[config.mk]
export PLATFORM = sky130hd
export DESIGN_NAME = interval_counter_control
export DESIGN_NICKNAME = d
export VERILOG_FILES = /design/src/rtl/interval_counter_pkg.sv /design/src/rtl/counter_channel.sv /design/src/rtl/interval_counter_control.sv
export VERILOG_INCLUDE_DIRS = /design/src /design/src/rtl
export SDC_FILE = /design/constraint.sdc
export NUM_CORES = 1
export LEC_CHECK = 0
export BUFFER_PORTS_ARGS = -buffer_cell sky130_fd_sc_hd__buf_2
export CELL_PAD_IN_SITES_DETAIL_PLACEMENT = 1
export CELL_PAD_IN_SITES_GLOBAL_PLACEMENT = 2
export CORE_MARGIN = 10
export CORE_UTILIZATION = 42
export CTS_CLUSTER_SIZE = 24
export DETAILED_ROUTE_END_ITERATION = 16
export PLACE_DENSITY = 0.94
export SYNTH_ARGS = -nofsm -noshare
export SYNTH_HDL_FRONTEND = slang
export SYNTH_HIERARCHICAL = 1
export SYNTH_SLANG_ARGS = --single-unit
[constraint.sdc]
create_clock -name i_mclk -period 6.07 [get_ports i_mclk]
set_input_delay 0.3035 -clock i_mclk [delete_from_list [all_inputs] [get_ports i_mclk]]
set_output_delay 0.3035 -clock i_mclk [all_outputs]
set_load 0.03 [all_outputs]
[src/rtl/interval_counter_defs.svh]
// Purpose: offsets, field positions and reset values of the interval counter
// Assumes: byte-wide host i/o port, counters 0..2 at offsets 0xC..0xE
// Notes:   definitions only
`ifndef INTERVAL_COUNTER_DEFS_SVH
`define INTERVAL_COUNTER_DEFS_SVH
`define ICC_OFS_COUNTER0     4'hC
`define ICC_OFS_COUNTER1     4'hD
`define ICC_OFS_COUNTER2     4'hE
`define ICC_OFS_COMMAND      4'hF
`define ICC_POS_DECADE       0
`define ICC_POS_FUNC_LO      1
`define ICC_POS_FUNC_HI      3
`define ICC_POS_ORDER_LO     4
`define ICC_POS_ORDER_HI     5
`define ICC_POS_TARGET_LO    6
`define ICC_POS_TARGET_HI    7
`define ICC_POS_LATCH_VALUE_N 5
`define ICC_POS_REPORT_N     4
`define ICC_POS_PICK_FIRST   1
`define ICC_POS_REPORT_OUT   7
`define ICC_POS_REPORT_NULL  6
`define ICC_RST_CONFIG       6'h00
`define ICC_RST_COUNT        16'h0000
`define ICC_BIN_FULL         16'hFFFF
`define ICC_BCD_FULL         16'h9999
`endif

[src/rtl/interval_counter_pkg.sv]
// Purpose: shared types of the interval counter
// Assumes: nothing
// Notes:   constants live in interval_counter_defs.svh
package interval_counter_pkg;
  typedef enum logic [1:0] {ORDER_LATCH, ORDER_LOW, ORDER_HIGH, ORDER_PAIR} byte_order_t;
  typedef enum logic [2:0] {
    FN_TERMINAL, FN_ONE_SHOT, FN_RATE, FN_SQUARE, FN_SOFT_STROBE, FN_HARD_STROBE
  } function_t;
  typedef struct packed {
    logic [1:0] byte_order;
    logic [2:0] func;
    logic       decade;
  } config_t;
  typedef struct packed {
    logic       wr;
    logic       rd;
    logic [7:0] data;
  } port_access_t;
  typedef struct packed {
    logic       set_mode;
    logic       latch_count;
    logic       latch_report;
  } command_t;
endpackage

[src/rtl/counter_channel.sv]
// Purpose: one presettable 16-bit down counter with its data port
// Assumes: count edge i_tick is one mclk pulse, i_gate level
// Notes:   only register and sequencing behaviour, simplified output wave
`timescale 1ns/100ps
`include "interval_counter_defs.svh"
module counter_channel (
  input  wire logic                          i_mclk,
  input  wire logic                          i_resetn,
  input  wire interval_counter_pkg::command_t     i_cmd,
  input  wire interval_counter_pkg::config_t      i_cfg,
  input  wire interval_counter_pkg::port_access_t i_acc,
  input  wire logic                          i_tick,
  input  wire logic                          i_gate,
  output logic [7:0]                         o_rdata,
  output logic                               o_out
);
  interval_counter_pkg::config_t cfg_r;
  logic [15:0] count_r, preset_r, hold_r;
  logic [7:0]  load_low_r, report_r;
  logic        toggle_r, rd_toggle_r, hold_valid_r, report_valid_r, null_r, out_r;
  logic        load_pend_r;
  logic [15:0] count_nxt, preset_nxt;
  logic        load_done;
  interval_counter_pkg::byte_order_t order;

  assign order = interval_counter_pkg::byte_order_t'(cfg_r.byte_order);

  // configuration; a new program resets the byte toggles
  always_ff @(posedge i_mclk) begin
    if (!i_resetn) begin
      cfg_r <= `ICC_RST_CONFIG;
    end else if (i_cmd.set_mode) begin
      cfg_r <= i_cfg;
    end
  end

  // next preset from a data-port write, honouring the byte order
  always_comb begin
    preset_nxt = preset_r;
    load_done  = 1'b0;
    case (order)
      interval_counter_pkg::ORDER_LOW: begin
        preset_nxt = {8'h00, i_acc.data};
        load_done  = 1'b1;
      end
      interval_counter_pkg::ORDER_HIGH: begin
        preset_nxt = {i_acc.data, 8'h00};
        load_done  = 1'b1;
      end
      interval_counter_pkg::ORDER_PAIR: begin
        preset_nxt = {i_acc.data, load_low_r};
        load_done  = toggle_r;
      end
      default: begin
        load_done  = 1'b0;
      end
    endcase
  end

  // write side: low/high toggle and preset capture
  always_ff @(posedge i_mclk) begin
    if (!i_resetn) begin
      toggle_r    <= 1'b0;
      load_low_r  <= 8'h00;
      preset_r    <= `ICC_RST_COUNT;
      load_pend_r <= 1'b0;
    end else begin
      if (i_cmd.set_mode) begin
        toggle_r <= 1'b0;
      end else if (i_acc.wr) begin
        if (order == interval_counter_pkg::ORDER_PAIR) begin
          toggle_r <= ~toggle_r;
        end
        if (!toggle_r) begin
          load_low_r <= i_acc.data;
        end
        if (load_done) begin
          preset_r    <= preset_nxt;
          load_pend_r <= 1'b1;
        end
      end
      // transfer happens on the next count edge, when the load is taken
      if (load_pend_r && i_tick && !(i_acc.wr && load_done)) begin
        load_pend_r <= 1'b0;
      end
    end
  end

  // null count: set by a complete write, cleared only by the transfer
  always_ff @(posedge i_mclk) begin
    if (!i_resetn) begin
      null_r <= 1'b0;
    end else if (i_cmd.set_mode || (i_acc.wr && load_done)) begin
      null_r <= 1'b1;
    end else if (load_pend_r && i_tick) begin
      null_r <= 1'b0;
    end
  end

  // decrement in binary or four decades
  function automatic logic [15:0] dec_count(input logic [15:0] v, input logic bcd);
    logic [15:0] r;
    r = v;
    if (!bcd) begin
      r = v - 16'h0001;
    end else begin
      r = v;
      for (int d = 0; d < 4; d++) begin
        if (r[d*4 +: 4] != 4'h0) begin
          r[d*4 +: 4] = r[d*4 +: 4] - 4'h1;
          break;
        end
        r[d*4 +: 4] = 4'h9;
      end
    end
    return r;
  endfunction

  // count 0 wraps to full scale: 65535 or 9999
  always_comb begin
    count_nxt = dec_count(count_r, cfg_r.decade);
  end

  // counting element and a plain output level
  always_ff @(posedge i_mclk) begin
    if (!i_resetn) begin
      count_r <= `ICC_RST_COUNT;
      out_r   <= 1'b0;
    end else if (i_tick) begin
      if (load_pend_r) begin
        count_r <= preset_r;
        out_r   <= (cfg_r.func != 3'b000);
      end else if (i_gate) begin
        count_r <= count_nxt;
        if (count_r == 16'h0001) begin
          out_r <= ~out_r;
        end
      end
    end
  end

  // count latch: one hold per counter, ignored while still unread
  always_ff @(posedge i_mclk) begin
    if (!i_resetn) begin
      hold_r       <= `ICC_RST_COUNT;
      hold_valid_r <= 1'b0;
    end else begin
      if (i_cmd.latch_count && !hold_valid_r) begin
        hold_r       <= count_r;
        hold_valid_r <= 1'b1;
      end else if (i_acc.rd && !report_valid_r && hold_valid_r &&
                   (order != interval_counter_pkg::ORDER_PAIR || rd_toggle_r)) begin
        hold_valid_r <= 1'b0;
      end
    end
  end

  // status latch; the report byte is read before any count bytes
  always_ff @(posedge i_mclk) begin
    if (!i_resetn) begin
      report_r       <= 8'h00;
      report_valid_r <= 1'b0;
    end else if (i_cmd.latch_report && !report_valid_r) begin
      report_r       <= {out_r, null_r, cfg_r};
      report_valid_r <= 1'b1;
    end else if (i_acc.rd && report_valid_r) begin
      report_valid_r <= 1'b0;
    end
  end

  // read toggle in pair mode
  always_ff @(posedge i_mclk) begin
    if (!i_resetn) begin
      rd_toggle_r <= 1'b0;
    end else if (i_cmd.set_mode) begin
      rd_toggle_r <= 1'b0;
    end else if (i_acc.rd && !report_valid_r &&
                 order == interval_counter_pkg::ORDER_PAIR) begin
      rd_toggle_r <= ~rd_toggle_r;
    end
  end

  // a pending hold hides the live count from reads, never from counting
  logic [15:0] rd_src;
  assign rd_src = hold_valid_r ? hold_r : count_r;

  // read data register: report, then held count, else live count
  always_ff @(posedge i_mclk) begin
    if (!i_resetn) begin
      o_rdata <= 8'h00;
    end else if (i_acc.rd) begin
      if (report_valid_r) begin
        o_rdata <= report_r;
      end else if (order == interval_counter_pkg::ORDER_HIGH ||
                   (order == interval_counter_pkg::ORDER_PAIR && rd_toggle_r)) begin
        o_rdata <= rd_src[15:8];
      end else begin
        o_rdata <= rd_src[7:0];
      end
    end
  end

  assign o_out = out_r;
endmodule // counter_channel

[src/rtl/interval_counter_control.sv]
// Operation
// - decade bit clear counts 16-bit binary, set counts four decimal decades
// - full count 65535 in binary, 9999 in decade counting
// - function code: terminal, one-shot, rate, square, soft and hard strobe
// - order code: latch, low only, high only, low then high
// - low-then-high mode uses a per-counter toggle for alternate accesses
// - order code 00 copies the live count into a 16-bit hold
// - latching never disturbs counting; unlatched reads see the live count
// - top bits select counter 0, 1, 2 or readback
// - readback: 11, count latch low, status latch low, selects, bit0 zero
// - readback with count latch low latches all selected counts together
// - readback with status latch low returns status on next data read
// - status holds output, null count, and the six programmed bits
// - null count set from count write until transfer to counter
// - three independent presettable 16-bit down counters, one control port
//
// Purpose: control-word decode and three counter channels
// Assumes: one host byte access per cycle, i_wr/i_rd one-cycle strobes
// Notes:   read data appears the cycle after i_rd
`timescale 1ns/100ps
`include "interval_counter_defs.svh"
module interval_counter_control (
  input  wire logic       i_mclk,
  input  wire logic       i_resetn,
  input  wire logic [3:0] i_addr,
  input  wire logic       i_wr,
  input  wire logic       i_rd,
  input  wire logic [7:0] i_wdata,
  input  wire logic [2:0] i_tick,
  input  wire logic [2:0] i_gate,
  output logic [7:0]      o_rdata,
  output logic [2:0]      o_out,
  output logic [2:0]      o_function_valid
);
  interval_counter_pkg::command_t     cmd [3];
  interval_counter_pkg::port_access_t acc [3];
  interval_counter_pkg::config_t      cfg;
  logic [7:0] ch_rdata [3];
  logic [1:0] rd_sel_r;
  logic       cmd_wr, readback;
  logic [1:0] target;

  assign cmd_wr   = i_wr && (i_addr == `ICC_OFS_COMMAND);
  assign target   = i_wdata[`ICC_POS_TARGET_HI:`ICC_POS_TARGET_LO];
  assign readback = (target == 2'b11);
  assign cfg      = interval_counter_pkg::config_t'(i_wdata[5:0]);

  // per-channel commands and data-port access
  always_comb begin
    for (int i = 0; i < 3; i++) begin
      cmd[i].set_mode     = 1'b0;
      cmd[i].latch_count  = 1'b0;
      cmd[i].latch_report = 1'b0;
      if (cmd_wr && !readback && target == 2'(i)) begin
        if (i_wdata[`ICC_POS_ORDER_HI:`ICC_POS_ORDER_LO] == 2'b00) begin
          cmd[i].latch_count = 1'b1;
        end else begin
          cmd[i].set_mode = 1'b1;
        end
      end
      if (cmd_wr && readback && i_wdata[`ICC_POS_PICK_FIRST + i]) begin
        cmd[i].latch_count  = !i_wdata[`ICC_POS_LATCH_VALUE_N];
        cmd[i].latch_report = !i_wdata[`ICC_POS_REPORT_N];
      end
      acc[i].wr   = i_wr && (i_addr == `ICC_OFS_COUNTER0 + 4'(i));
      acc[i].rd   = i_rd && (i_addr == `ICC_OFS_COUNTER0 + 4'(i));
      acc[i].data = i_wdata;
    end
  end

  // the three channels share the control decode
  for (genvar g = 0; g < 3; g++) begin : g_ch
    counter_channel counter_channel_inst (
      .i_mclk   (i_mclk),
      .i_resetn (i_resetn),
      .i_cmd    (cmd[g]),
      .i_cfg    (cfg),
      .i_acc    (acc[g]),
      .i_tick   (i_tick[g]),
      .i_gate   (i_gate[g]),
      .o_rdata  (ch_rdata[g]),
      .o_out    (o_out[g])
    );
  end

  // remember which channel answered the last read
  always_ff @(posedge i_mclk) begin
    if (!i_resetn) begin
      rd_sel_r <= 2'b00;
    end else if (i_rd && i_addr >= `ICC_OFS_COUNTER0 && i_addr <= `ICC_OFS_COUNTER2) begin
      rd_sel_r <= 2'(i_addr - `ICC_OFS_COUNTER0);
    end
  end

  // function flag per channel: set by any program command, held until reset
  always_ff @(posedge i_mclk) begin
    if (!i_resetn) begin
      o_function_valid <= 3'b000;
    end else begin
      for (int i = 0; i < 3; i++) begin
        if (cmd[i].set_mode) begin
          o_function_valid[i] <= 1'b1;
        end
      end
    end
  end

  assign o_rdata = (rd_sel_r == 2'd1) ? ch_rdata[1] :
                   (rd_sel_r == 2'd2) ? ch_rdata[2] : ch_rdata[0];
endmodule // interval_counter_control

==> results of run 1 <==
-- cells by family (layout without fill, tap and decap cells) --
logic type | after synthesis | in the layout | share of synthesized area
flip-flops | 260 | 260 | 0.386
buffers and inverters | 174 | 136 | 0.0603
AO/OA/AOI/OAI | 427 | 427 | 0.197
AND/OR/NAND/NOR | 582 | 582 | 0.210
XOR/XNOR | 9 | 9 | 0.00585
adder cells (fa/ha/maj) | 18 | 18 | 0.0167
multiplexers | 135 | 135 | 0.124
-- power by group --
| group | internal (mW) | switching (mW) | total, mW | leakage, nW |
|---|---|---|---|---|
| sequential | 1.75 | 0.101 | 1.85 | 2.10 |
| combinational | 0.214 | 0.313 | 0.527 | 2.30 |
| clock | 1.09 | 0.754 | 1.84 | 0.492 |
| total | 3.05 | 1.17 | 4.22 | 4.89 |
-- stage by stage --
| step | area (sq um) | worst slack, ps | util |
|---|---|---|---|
| floorplan | 13500 | 4000 | - |
| global placement | 13600 | 3400 | 0.430 |
| detailed placement | 13600 | 3310 | 0.430 |
| CTS | 14600 | 3260 | 0.462 |
| global route | 14600 | 2970 | 0.462 |
| finish | 14600 | 3270 | 0.462 |
-- cell usage in the layout, fill, tap and decap left out, drive strengths merged, types with 9 or more instances in the layout --
| cell type | n |
|---|---|
| a211oi | 29 |
| a21oi | 201 |
| buf | 51 |
| clkbuf | 40 |
| clkinv | 9 |
| dfxtp | 260 |
| ha | 18 |
| inv | 31 |
| mux2i | 107 |
| mux4 | 24 |
| nand2 | 243 |
| nand2b | 23 |
| nand3 | 50 |
| nor2 | 120 |
| nor2b | 12 |
| nor3 | 45 |
| nor3b | 34 |
| nor4 | 17 |
| o211ai | 26 |
| o21ai | 75 |
| o22ai | 10 |
| o31ai | 21 |
| xor2 | 9 |
-- worst min-delay path: cells and delay by family --
family,cells,cell delay (ps)
buf+inv,1,120
compound gates,1,70
simple gates,2,130
-- registers in the layout, summed over array words and instances, names as in the netlist --
signal,cells
g_ch.counter_channel_inst/cfg_r,12
g_ch.counter_channel_inst/count_r,48
g_ch.counter_channel_inst/hold_r,48
g_ch.counter_channel_inst/hold_valid_r,3
g_ch.counter_channel_inst/load_low_r,24
g_ch.counter_channel_inst/load_pend_r,3
g_ch.counter_channel_inst/null_r,3
g_ch.counter_channel_inst/o_out,3
g_ch.counter_channel_inst/o_rdata,24
g_ch.counter_channel_inst/order,6
g_ch.counter_channel_inst/preset_r,48
g_ch.counter_channel_inst/rd_toggle_r,3
g_ch.counter_channel_inst/report_r,24
g_ch.counter_channel_inst/report_valid_r,3
g_ch.counter_channel_inst/toggle_r,3
o_function_valid,3
rd_sel_r,2
-- layout make-up --
| class | count | area [sq um] |
|---|---|---|
| clock buffers | 40 | 828 |
| clock inverters | 14 | 179 |
| fillers | 3702 | 17000 |
| inverters | 31 | 116 |
| multi-input cells | 1171 | 7480 |
| flip-flops and latches | 260 | 5200 |
| well taps | 402 | 503 |
| repair buffers | 51 | 295 |
-- worst paths after layout --
kind / to / slack (ps) / cells past startpoint
setup / recovery: g_ch[2].counter_channel_inst/preset_r[3]$_SDFFE_PN0P_ / 3270 / 6
setup reg to reg: g_ch[2].counter_channel_inst/preset_r[3]$_SDFFE_PN0P_ / 3270 / 6
hold / removal: g_ch[2].counter_channel_inst/load_pend_r$_SDFFE_PP0P_ / 80 / 4
hold reg to reg: g_ch[2].counter_channel_inst/hold_r[9]$_SDFFE_PN0P_ / 450 / 2
-- per-layer routing --
layer,vias to the layer above,wire length [um],GRT usage
met3,60,1640,0.0230
met2,230,19100,0.325
met4,0,841,0.0571
met1,5948,19000,0.278
met5,-,0,0
li1,5600,-,-
==> metrics.txt, run 1 <==
Synth-to-Final Area Change 8.33%; postcts setup bufs 0; most frequent cell after synthesis dfxtp_1; die area approximately 40000 sq um; share of cells above drive strength 1 0.112; clock sink count 260; VDD IR max ~0.22 mV; initial core utilization 0.426; DRT iter0 DRCs approximately 890; Die Height around 200 um; Ys Warns 6; top cell type's share of synthesized area 0.386; drt drc 0; RePlAce Congestion ~0.83; Synth area leaders dfxtp_1 (39%), mux2i_1 (7.9%), a21oi_1 (7.3%), nand2_1 (6.8%), mux4_2 (3.5%); FFs w/ async S/R, synth 0; CP delay by family, top simple AND/OR/NAND/NOR gates; slowest stage delay, CP ~720 ps; status completed; vias in the first global route 11.6k; Die Span X roughly 200 um; number of synthesized flops with an enable pin 0; worst clock skew around 39 ps; Final HPWL DP approximately 28000 um; Setup violations, final 0; initial antenna violation count 0; largest net degree at the start of global routing 69; commonest cells in the netlist dfxtp_1 (260), nand2_1 (243), a21oi_1 (196), nor2_1 (115), mux2i_1 (107); TritonRoute pass-1 iters 5; post-layout min period approximately 2800 ps; setup tns final 0 ps; Setup CP Type reg -> reg; GRT Residual Overflow 0; number of I/O port buffers 35; WL final 40600 um; first-pass GRT wire length around 65000 um; CTS H-tree depth 1; clock slew at reported path FFs 60 ps; NumNets Final around 1.6k; synth unique cells 81; Post-CTS Hold Buffers 0; sequential element share of the synthesized area 0.386; Clock Path Buffers 3; Worst Max-Slew Pin Slew approximately 1200 ps; Vias between 10k and 15k; gr usage total 0.202; Hold WC Path Type in -> reg; setup repair after global routing missed its margin false; Mapped Nets about 1.6k; arrival time of the worst setup path 3260 ps; Finished Layout Cells 1969; crit path cell chain ha_1 > a21oi_1 > or3b_4 > or2_1 > a211oi_1 > nor3_1; CP endpoint kind flop; Clock Latency Late Sink between 500 and 600 ps; cells after synthesis roughly 1.6k; Crit-path slowest cell ha_1; CP Launch Point g_ch[2].counter_channel_inst/order[1]$_SDFFE_PN0P_; CP Buf/Inv Count 0; Hold Path Origin i_tick[2]; mean area per synthesized cell ~8.4 sq um; Overall Power 4.22 mW; fmax 357 MHz; FF-to-FF Start g_ch[2].counter_channel_inst/order[1]$_SDFFE_PN0P_; mapped cell area 13500 sq um; final-report max-slew violation count 0; LEAKAGE 4.89 nW; Yosys reg bits 260; P per Cell Area approximately 290 nW/um^2; placed cell count 1915; Worst Setup Start Kind flop; # Max-Cap Violations 0; core footprint between 30000 and 40000 sq um; CTS Root Cell clkbuf_16; hold slack approximately 80 ps; Final period util 0.462; Worst EP required 6520 ps; vias per cell 6.01; clock buffer count from CTS 30; post_cts resized 0; drt wl/cell between 20 and 25 um; area leader, netlist dfxtp_1; ant diodes 0; Post-synth top flop dfxtp_1; worst-path maximum fanout 22; CTS tree yes; I/O pin total 36; row count 65; Hold Fails Final Rpt 0; slew margin rel. 0.205; Final ANT Viol Nets 0
Note: power is estimated with default switching activity, not from simulation.
==> run 2, diff against run 1 <==
--- a/config.mk
+++ b/config.mk
@@ -6,14 +6,15 @@
 export SDC_FILE = /design/constraint.sdc
 export NUM_CORES = 1
 export LEC_CHECK = 0
+export ABC_AREA = 1
 export BUFFER_PORTS_ARGS = -buffer_cell sky130_fd_sc_hd__buf_2
 export CELL_PAD_IN_SITES_DETAIL_PLACEMENT = 1
 export CELL_PAD_IN_SITES_GLOBAL_PLACEMENT = 2
 export CORE_MARGIN = 10
-export CORE_UTILIZATION = 42
+export CORE_UTILIZATION = 36
 export CTS_CLUSTER_SIZE = 24
 export DETAILED_ROUTE_END_ITERATION = 16
-export PLACE_DENSITY = 0.94
+export PLACE_DENSITY = 0.89
 export SYNTH_ARGS = -nofsm -noshare
 export SYNTH_HDL_FRONTEND = slang
 export SYNTH_HIERARCHICAL = 1
==> constraint.sdc (replaced) <==
create_clock -name i_mclk -period 2.7 [get_ports i_mclk]
set_input_delay 0.135 -clock i_mclk [delete_from_list [all_inputs] [get_ports i_mclk]]
set_output_delay 0.135 -clock i_mclk [all_outputs]
set_load 0.03 [all_outputs]
==> run 2 against run 1 <==
Compared with the run above:
- worst setup slack worse by 2800 ps
- wire length is 10% higher
- cell count rose by 26%
- clock power up 140%
- design area increased by 4.0%
- hold slack lost 45 ps
==> metrics.txt, run 2 <==
status completed; top flop regs g_ch.counter_channel_inst/count_r x48, g_ch.counter_channel_inst/hold_r x48, g_ch.counter_channel_inst/preset_r x48; CTS tree yes; vias in the first global route 13.4k (+15%); Worst Setup Start Kind flop; die area 45000 sq um (+13%); crit path cell chain ha_1 > inv_2 > o21ai_1 > o211ai_1 > o211ai_1 > a31oi_1; CTS H-tree depth 1 (unchanged); ant diodes 0 (unchanged); drt drc 0 (unchanged); post-layout min period 2190 ps (-617 ps); vias per cell 5.35 (-11%); share of cells above drive strength 1 0.0956 (-0.0167); CTS Root Cell clkbuf_16; DRT iter0 DRCs 788 (-11%); most frequent cell after synthesis nand2_1; mapped cell area 13300 sq um (-1.4%); number of I/O port buffers 35 (unchanged); initial antenna violation count 0 (unchanged); slowest stage delay, CP 890 ps (+170 ps); most frequent CP cell o211ai_1; Synth area leaders dfxtp_1 (39%), nand2_1 (11%), a21oi_1 (10%), o21ai_0 (7.7%), inv_1 (5.8%); mean area per synthesized cell 6.80 sq um (-19%); worst-path maximum fanout 15 (-32%); LEAKAGE 6.14 nW (+26%); Crit-path slowest cell o21ai_1; sequential element share of the synthesized area 0.392 (+0.00556); fmax 457 MHz (+28%); Setup violations, final 0 (unchanged); fin util 0.416 (-0.0457); Yosys reg bits 260 (unchanged); CP Buf/Inv Count 1 (+1); drt wl/cell 18.0 um (-13%); arrival time of the worst setup path 2620 ps (-640 ps); Die Height 212 um (+6.5%); placed cell area 14000 sq um (+2.9%); worst r2r path cells 6 (unchanged); CP Launch Point g_ch[2].counter_channel_inst/order[1]$_SDFFE_PN0P_; hold slack 35.0 ps (-44.7 ps); Clock Path Buffers 3 (unchanged); slew margin rel. 0.234 (+0.0291); Worst Max-Slew Pin Slew 1140 ps (-47.0 ps); Final HPWL DP 32200 um (+17%); Hold Fails Final Rpt 0 (unchanged); cells after synthesis 1953 (+22%); Sequential Power Share 0.414 (-0.024); Post-synth top flop dfxtp_1; Ys Warns 6 (unchanged); worst clock skew 12.7 ps (-26.3 ps); setup tns final 0 ps (unchanged); Worst EP required 3130 ps (-3390 ps); Comb pwr share 0.141 (+0.016); Final Instance Area 15200 sq um (+4.0%); most common cell after layout, fill and taps aside nand2_1; top cell type's share of synthesized area 0.392 (+0.00556); most frequent cells in the layout nand2_1 (404), a21oi_1 (274), dfxtp_1 (260), inv_1 (206), o21ai_0 (205); clock slew at reported path FFs 60 ps (about the same); area leader, netlist dfxtp_1; synth unique cells 41 (-49%); I/O pin total 36 (unchanged); Vias 13.2k (+12%); largest net degree at the start of global routing 54 (-22%); Clock Latency Late Sink 570 ps (-20 ps); number of cells on the critical path 6 (unchanged); GRT Residual Overflow 0 (unchanged); Int Power 6.99 mW (+130%); setup repair after global routing missed its margin false; initial core utilization 0.364 (-0.0622); CP endpoint kind flop; switching share of power 0.282 (+0.00518); row count 70 (+7.7%); gr usage total 0.195 (-0.00677); FF-to-FF Start g_ch[2].counter_channel_inst/order[1]$_SDFFE_PN0P_; WL final 44600 um (+10%); Psw 2.75 mW (+140%); commonest cells in the netlist nand2_1 (404), a21oi_1 (274), dfxtp_1 (260), inv_1 (206), o21ai_0 (205); worst setup path end g_ch[2].counter_channel_inst/o_rdata[2]$_SDFFE_PN0P_; clock network fraction of total power 0.446 (+0.009); core footprint 36500 sq um (+15%); Mapped Nets 1993 (+21%); TritonRoute pass-1 iters 5 (unchanged); NumNets Final 2025 (+28%); Hold WC Path Type in -> reg; Final ANT Viol Nets 0 (unchanged); P per Cell Area 641 nW/um^2 (+120%); R2R setup slack 510 ps (-2750 ps); FFs w/ async S/R, synth 0 (unchanged); first-pass GRT wire length 71800 um (+10%); Final period util 0.810 (+0.348); Hold Path Origin i_gate[0]; Synth-to-Final Area Change 14.3%; FILL cells 4679 (+26%); number of synthesized flops with an enable pin 0 (unchanged); hold path cells 4 (unchanged); Die Span X 212 um (+6.5%); # Max-Cap Violations 0 (unchanged); final-report max-slew violation count 0 (unchanged); CP delay by family, top compound AO/OA/AOI/OAI gates; clock sink count 260 (unchanged); post_cts resized 0 (unchanged); Setup CP Type reg -> reg; reg2reg end g_ch[2].counter_channel_inst/o_rdata[2]$_SDFFE_PN0P_; clock buffer count from CTS 30 (unchanged); VDD IR max 0.483 mV (+120%); RePlAce Congestion 0.856 (+3.3%)
==> run 2: cell count changes after synthesis, sizes merged, moves of 39 or more <==
cell / change
nor2: +43
mux2i: -107
nand3: +59
inv: +183
o21ai: +147
nor3: -39
nand2: +174
a21oi: +86
==> run 2: repair_timing <==
action / CTS / global route
hold endpoints to repair: 38 / 0
hold buffers: 14 / 0
buffers inserted: 0 / 0
==> run 2: layer usage <==
layer	global-route usage	wire length, um	vias up
li1	-	-	6598
met1	0.253	20800	6408
met2	0.334	21500	175
met3	0.0224	1220	57
met4	0.0526	1110	0
met5	0	0	-
==> run 2: worst min-delay path by stage <==
stage | end | slack, ps
2_1_floorplan | g_ch[0].counter_channel_inst/load_low_r[4]$_SDFFE_PN0P_ | 270
3_3_place_gp | g_ch[1].counter_channel_inst/load_low_r[1]$_SDFFE_PN0P_ | 440
3_5_place_dp | g_ch[1].counter_channel_inst/report_r[2]$_SDFFE_PN0P_ | 440
4_1_cts | g_ch[2].counter_channel_inst/count_r[3]$_SDFFE_PN0P_ | 20
5_1_grt | g_ch[2].counter_channel_inst/load_low_r[1]$_SDFFE_PN0P_ | 40
6_report | g_ch[0].counter_channel_inst/count_r[3]$_SDFFE_PN0P_ | 40
==> run 2: kinds of logic (layout without fill, tap and decap cells) <==
kind of cell / Yosys count / after routing / synth area share
adder cells (fa/ha/maj): 18 / 18 / 0.0169
buffers and inverters: 317 / 372 / 0.0930
XOR/XNOR: 6 / 6 / 0.00395
AO/OA/AOI/OAI: 627 / 627 / 0.264
flip-flops: 260 / 260 / 0.392
AND/OR/NAND/NOR: 725 / 725 / 0.231
==> run 2: worst min-delay path: cells and delay by family <==
family | cells | cell delay [ps]
AOI/OAI and AO/OA | 2 | 230
and+or+nand+nor | 1 | 120
buffers and inverters | 1 | 80
==> run 2: final cells by class <==
cell class	instances	area (sq um)	share of cell area
multi-input cells	1376	6850	0.451
flip-flops and latches	260	5200	0.343
clock buffers	44	925	0.0609
inverters	223	837	0.0551
repair buffers	94	656	0.0432
well taps	468	586	0.0385
clock inverters	11	136	0.00898
==> run 2: per-stage QoR <==
stage	std cells	power, mW	setup slack (ps)
4_1_cts	2476	9.83	522
3_3_place_gp	2407	5.40	575
3_5_place_dp	2407	5.45	464
6_report	2476	9.73	513
2_1_floorplan	1953	5.03	1190
5_1_grt	2476	10.2	269
==> run 2: power groups by stage <==
stage / combinational [mW] / sequential [mW] / clock [mW]
2_1_floorplan: 0.963 / 4.06 / 0
3_3_place_gp: 1.29 / 4.11 / 0
3_5_place_dp: 1.34 / 4.11 / 0
4_1_cts: 1.37 / 4.03 / 4.43
5_1_grt: 1.55 / 4.04 / 4.60
6_report: 1.37 / 4.03 / 4.34
==> run 3, diff against run 2 <==
--- a/config.mk
+++ b/config.mk
@@ -6,12 +6,12 @@
 export SDC_FILE = /design/constraint.sdc
 export NUM_CORES = 1
 export LEC_CHECK = 0
-export ABC_AREA = 1
+export ABC_AREA = 0
 export BUFFER_PORTS_ARGS = -buffer_cell sky130_fd_sc_hd__buf_2
 export CELL_PAD_IN_SITES_DETAIL_PLACEMENT = 1
 export CELL_PAD_IN_SITES_GLOBAL_PLACEMENT = 2
 export CORE_MARGIN = 10
-export CORE_UTILIZATION = 36
+export CORE_UTILIZATION = 39
 export CTS_CLUSTER_SIZE = 24
 export DETAILED_ROUTE_END_ITERATION = 16
 export PLACE_DENSITY = 0.89
==> constraint.sdc (replaced) <==
create_clock -name i_mclk -period 2.11 [get_ports i_mclk]
set_input_delay 0.1055 -clock i_mclk [delete_from_list [all_inputs] [get_ports i_mclk]]
set_output_delay 0.1055 -clock i_mclk [all_outputs]
set_load 0.03 [all_outputs]
==> run 3 against run 2 <==
Compared with the run above:
- global-route usage up 0.88 points
- fmax increased by 8.1%
- register-to-register slack got worse by 430 ps
- highest routed layer unchanged
- power increased by 31%
- largest power group unchanged
==> metrics.txt, run 3 (synthesis gave the netlist of run 1 again) <==
worst clock skew 15.7 ps (+3.03 ps); worst-path maximum fanout 17 (+2); RePlAce Congestion 0.852 (-0.40%); clock sink count 260 (unchanged); postcts setup bufs 0 (unchanged); P per Cell Area 808 nW/um^2 (+26%); post-layout min period 2020 ps (-163 ps); arrival time of the worst setup path 2510 ps (-110 ps); CTS H-tree depth 1 (unchanged); most common cell after layout, fill and taps aside dfxtp_1; GRT Residual Overflow 0 (unchanged); placed cell count 2078 (-14%); WL final 44200 um (-0.91%); Clock Latency Late Sink 570 ps (about the same); final-report max-slew violation count 0 (unchanged); CP endpoint kind flop; CP Launch Point g_ch[1].counter_channel_inst/order[0]$_SDFFE_PN0P_; largest net degree at the start of global routing 36 (-33%); Die Height 206 um (-2.9%); Vias 12.3k (-7.5%); CTS Root Cell clkbuf_16; clock slew at reported path FFs 60 ps (about the same); FILL cells 4060 (-13%); Hold Fails Final Rpt 0 (unchanged); hold slack 15.6 ps (-19.4 ps); status completed; Crit-path slowest cell dfxtp_1; Final HPWL DP 31300 um (-2.6%); Hold Path Origin i_wdata[5]; drt wl/cell 20.6 um (+14%); clock buffer count from CTS 31 (+3.3%); Clock Path Buffers 3 (unchanged); setup tns final 0 ps (unchanged); slew margin rel. 0.586 (+0.352); slowest stage delay, CP 410 ps (-480 ps); Worst EP required 2600 ps (-530 ps); row count 68 (-2.9%); number of I/O port buffers 35 (unchanged); VDD IR max 0.672 mV (+39%); I/O pin total 36 (unchanged); initial core utilization 0.393 (+0.0293); Overall Power 12.8 mW (+31%); Die Span X 206 um (-2.9%); fmax 494 MHz (+8.1%); CTS tree yes; top flop regs g_ch.counter_channel_inst/count_r x48, g_ch.counter_channel_inst/hold_r x48, g_ch.counter_channel_inst/preset_r x48; vias in the first global route 12.6k (-5.4%); Worst Setup Start Kind flop; most frequent CP cell a21oi_1; Final ANT Viol Nets 0 (unchanged); LEAKAGE 5.57 nW (-9.2%); R2R setup slack 90 ps (-430 ps); initial antenna violation count 0 (unchanged); Setup CP Type reg -> reg; Setup violations, final 0 (unchanged); # Max-Cap Violations 0 (unchanged); Synth-to-Final Area Change 17.4%; share of cells above drive strength 1 0.177 (+0.0809); core footprint 34300 sq um (-6.1%); Final period util 0.959 (+0.149); die area 42400 sq um (-5.8%); Worst Max-Slew Pin Slew 621 ps (-521 ps); first-pass GRT wire length 70300 um (-2.1%); FF-to-FF Start g_ch[1].counter_channel_inst/order[0]$_SDFFE_PN0P_; most frequent cells in the layout dfxtp_1 (257), nand2_1 (243), a21oi_1 (196), buf_4 (120), nor2_1 (114); vias per cell 5.70 (+6.6%); TritonRoute pass-1 iters 5 (unchanged); DRT iter0 DRCs 806 (+2.3%); ant diodes 0 (unchanged); gr usage total 0.204 (+0.00875); Hold WC Path Type in -> reg; crit path cell chain inv_1 > ha_1 > a21oi_1 > or3b_4 > buf_4 > nor2_2 > buf_12 > nand3_1 > a21oi_1; Finished Layout Cells 2149 (-13%); drt drc 0 (unchanged); NumNets Final 1711 (-16%)
## run 3: cell types whose count changed in the layout (fill, tap and decap cells not counted), moves of 61 or more
cell     delta
inv_1     -179
nand2_1   -161
o21ai_0   -131
mux2i_1   +105
a21oi_1    -78
buf_4      +74
nand3_1    -61
## run 3: power by group
part | leakage (nW) | internal (mW) | switching [mW]
clock network | 0.525 | 3.46 | 2.22
logic | 2.94 | 0.806 | 1.07
registers | 2.10 | 5.03 | 0.197
total | 5.57 | 9.30 | 3.49
## run 3: stage by stage
step	setup WS (ps)	instance area, sq um	utilization
3_5_place_dp	62.3	14600	0.425
3_3_place_gp	135	14600	0.425
6_report	86.5	15800	0.461
4_1_cts	32.9	15800	0.461
2_1_floorplan	39.1	13500	-
5_1_grt	-19.1	15800	0.461
## run 3: layout make-up
type | count | area [sq um] | area share
flip-flops and latches | 260 | 5210 | 0.329
multi-input cells | 1171 | 7510 | 0.474
clock buffers | 43 | 861 | 0.0544
well taps | 455 | 569 | 0.0360
inverters | 31 | 116 | 0.00735
repair buffers | 176 | 1350 | 0.0851
clock inverters | 13 | 213 | 0.0134
## run 3: what timing repair did
item                                    CTS  global route
pin swaps                                 0             0
endpoints found under the setup margin    4            50
hold endpoints to repair                 20             0
hold buffers                             15             0
gates resized for setup                   3            11
## run 3: path summary, 6_finish.rpt
| path | endpoint | depth (start not counted) |
|---|---|---|
| setup / recovery | g_ch[1].counter_channel_inst/preset_r[13]$_SDFFE_PN0P_ | 9 |
| hold / removal | g_ch[1].counter_channel_inst/preset_r[13]$_SDFFE_PN0P_ | 3 |
| setup reg to reg | g_ch[1].counter_channel_inst/preset_r[13]$_SDFFE_PN0P_ | 9 |
| hold reg to reg | g_ch[0].counter_channel_inst/preset_r[15]$_SDFFE_PN0P_ | 2 |
## run 3: per-layer routing
metal | track usage | part of all wire | vias to the layer above
met3 | 0.0284 | 0.036 | 58
li1 | - | - | 5837
met4 | 0.0558 | 0.027 | 0
met5 | 0 | 0 | -
met2 | 0.353 | 0.49 | 210
met1 | 0.259 | 0.45 | 6146
## run 3: critical path: cells and delay by family, from the launching register on
kind                       cells  cell delay (ps)
buffers and inverters          3              420
adders and majority gates      1              290
and+or+nand+nor                3              640
DFF                            1              410
AOI/OAI and AO/OA              2              200
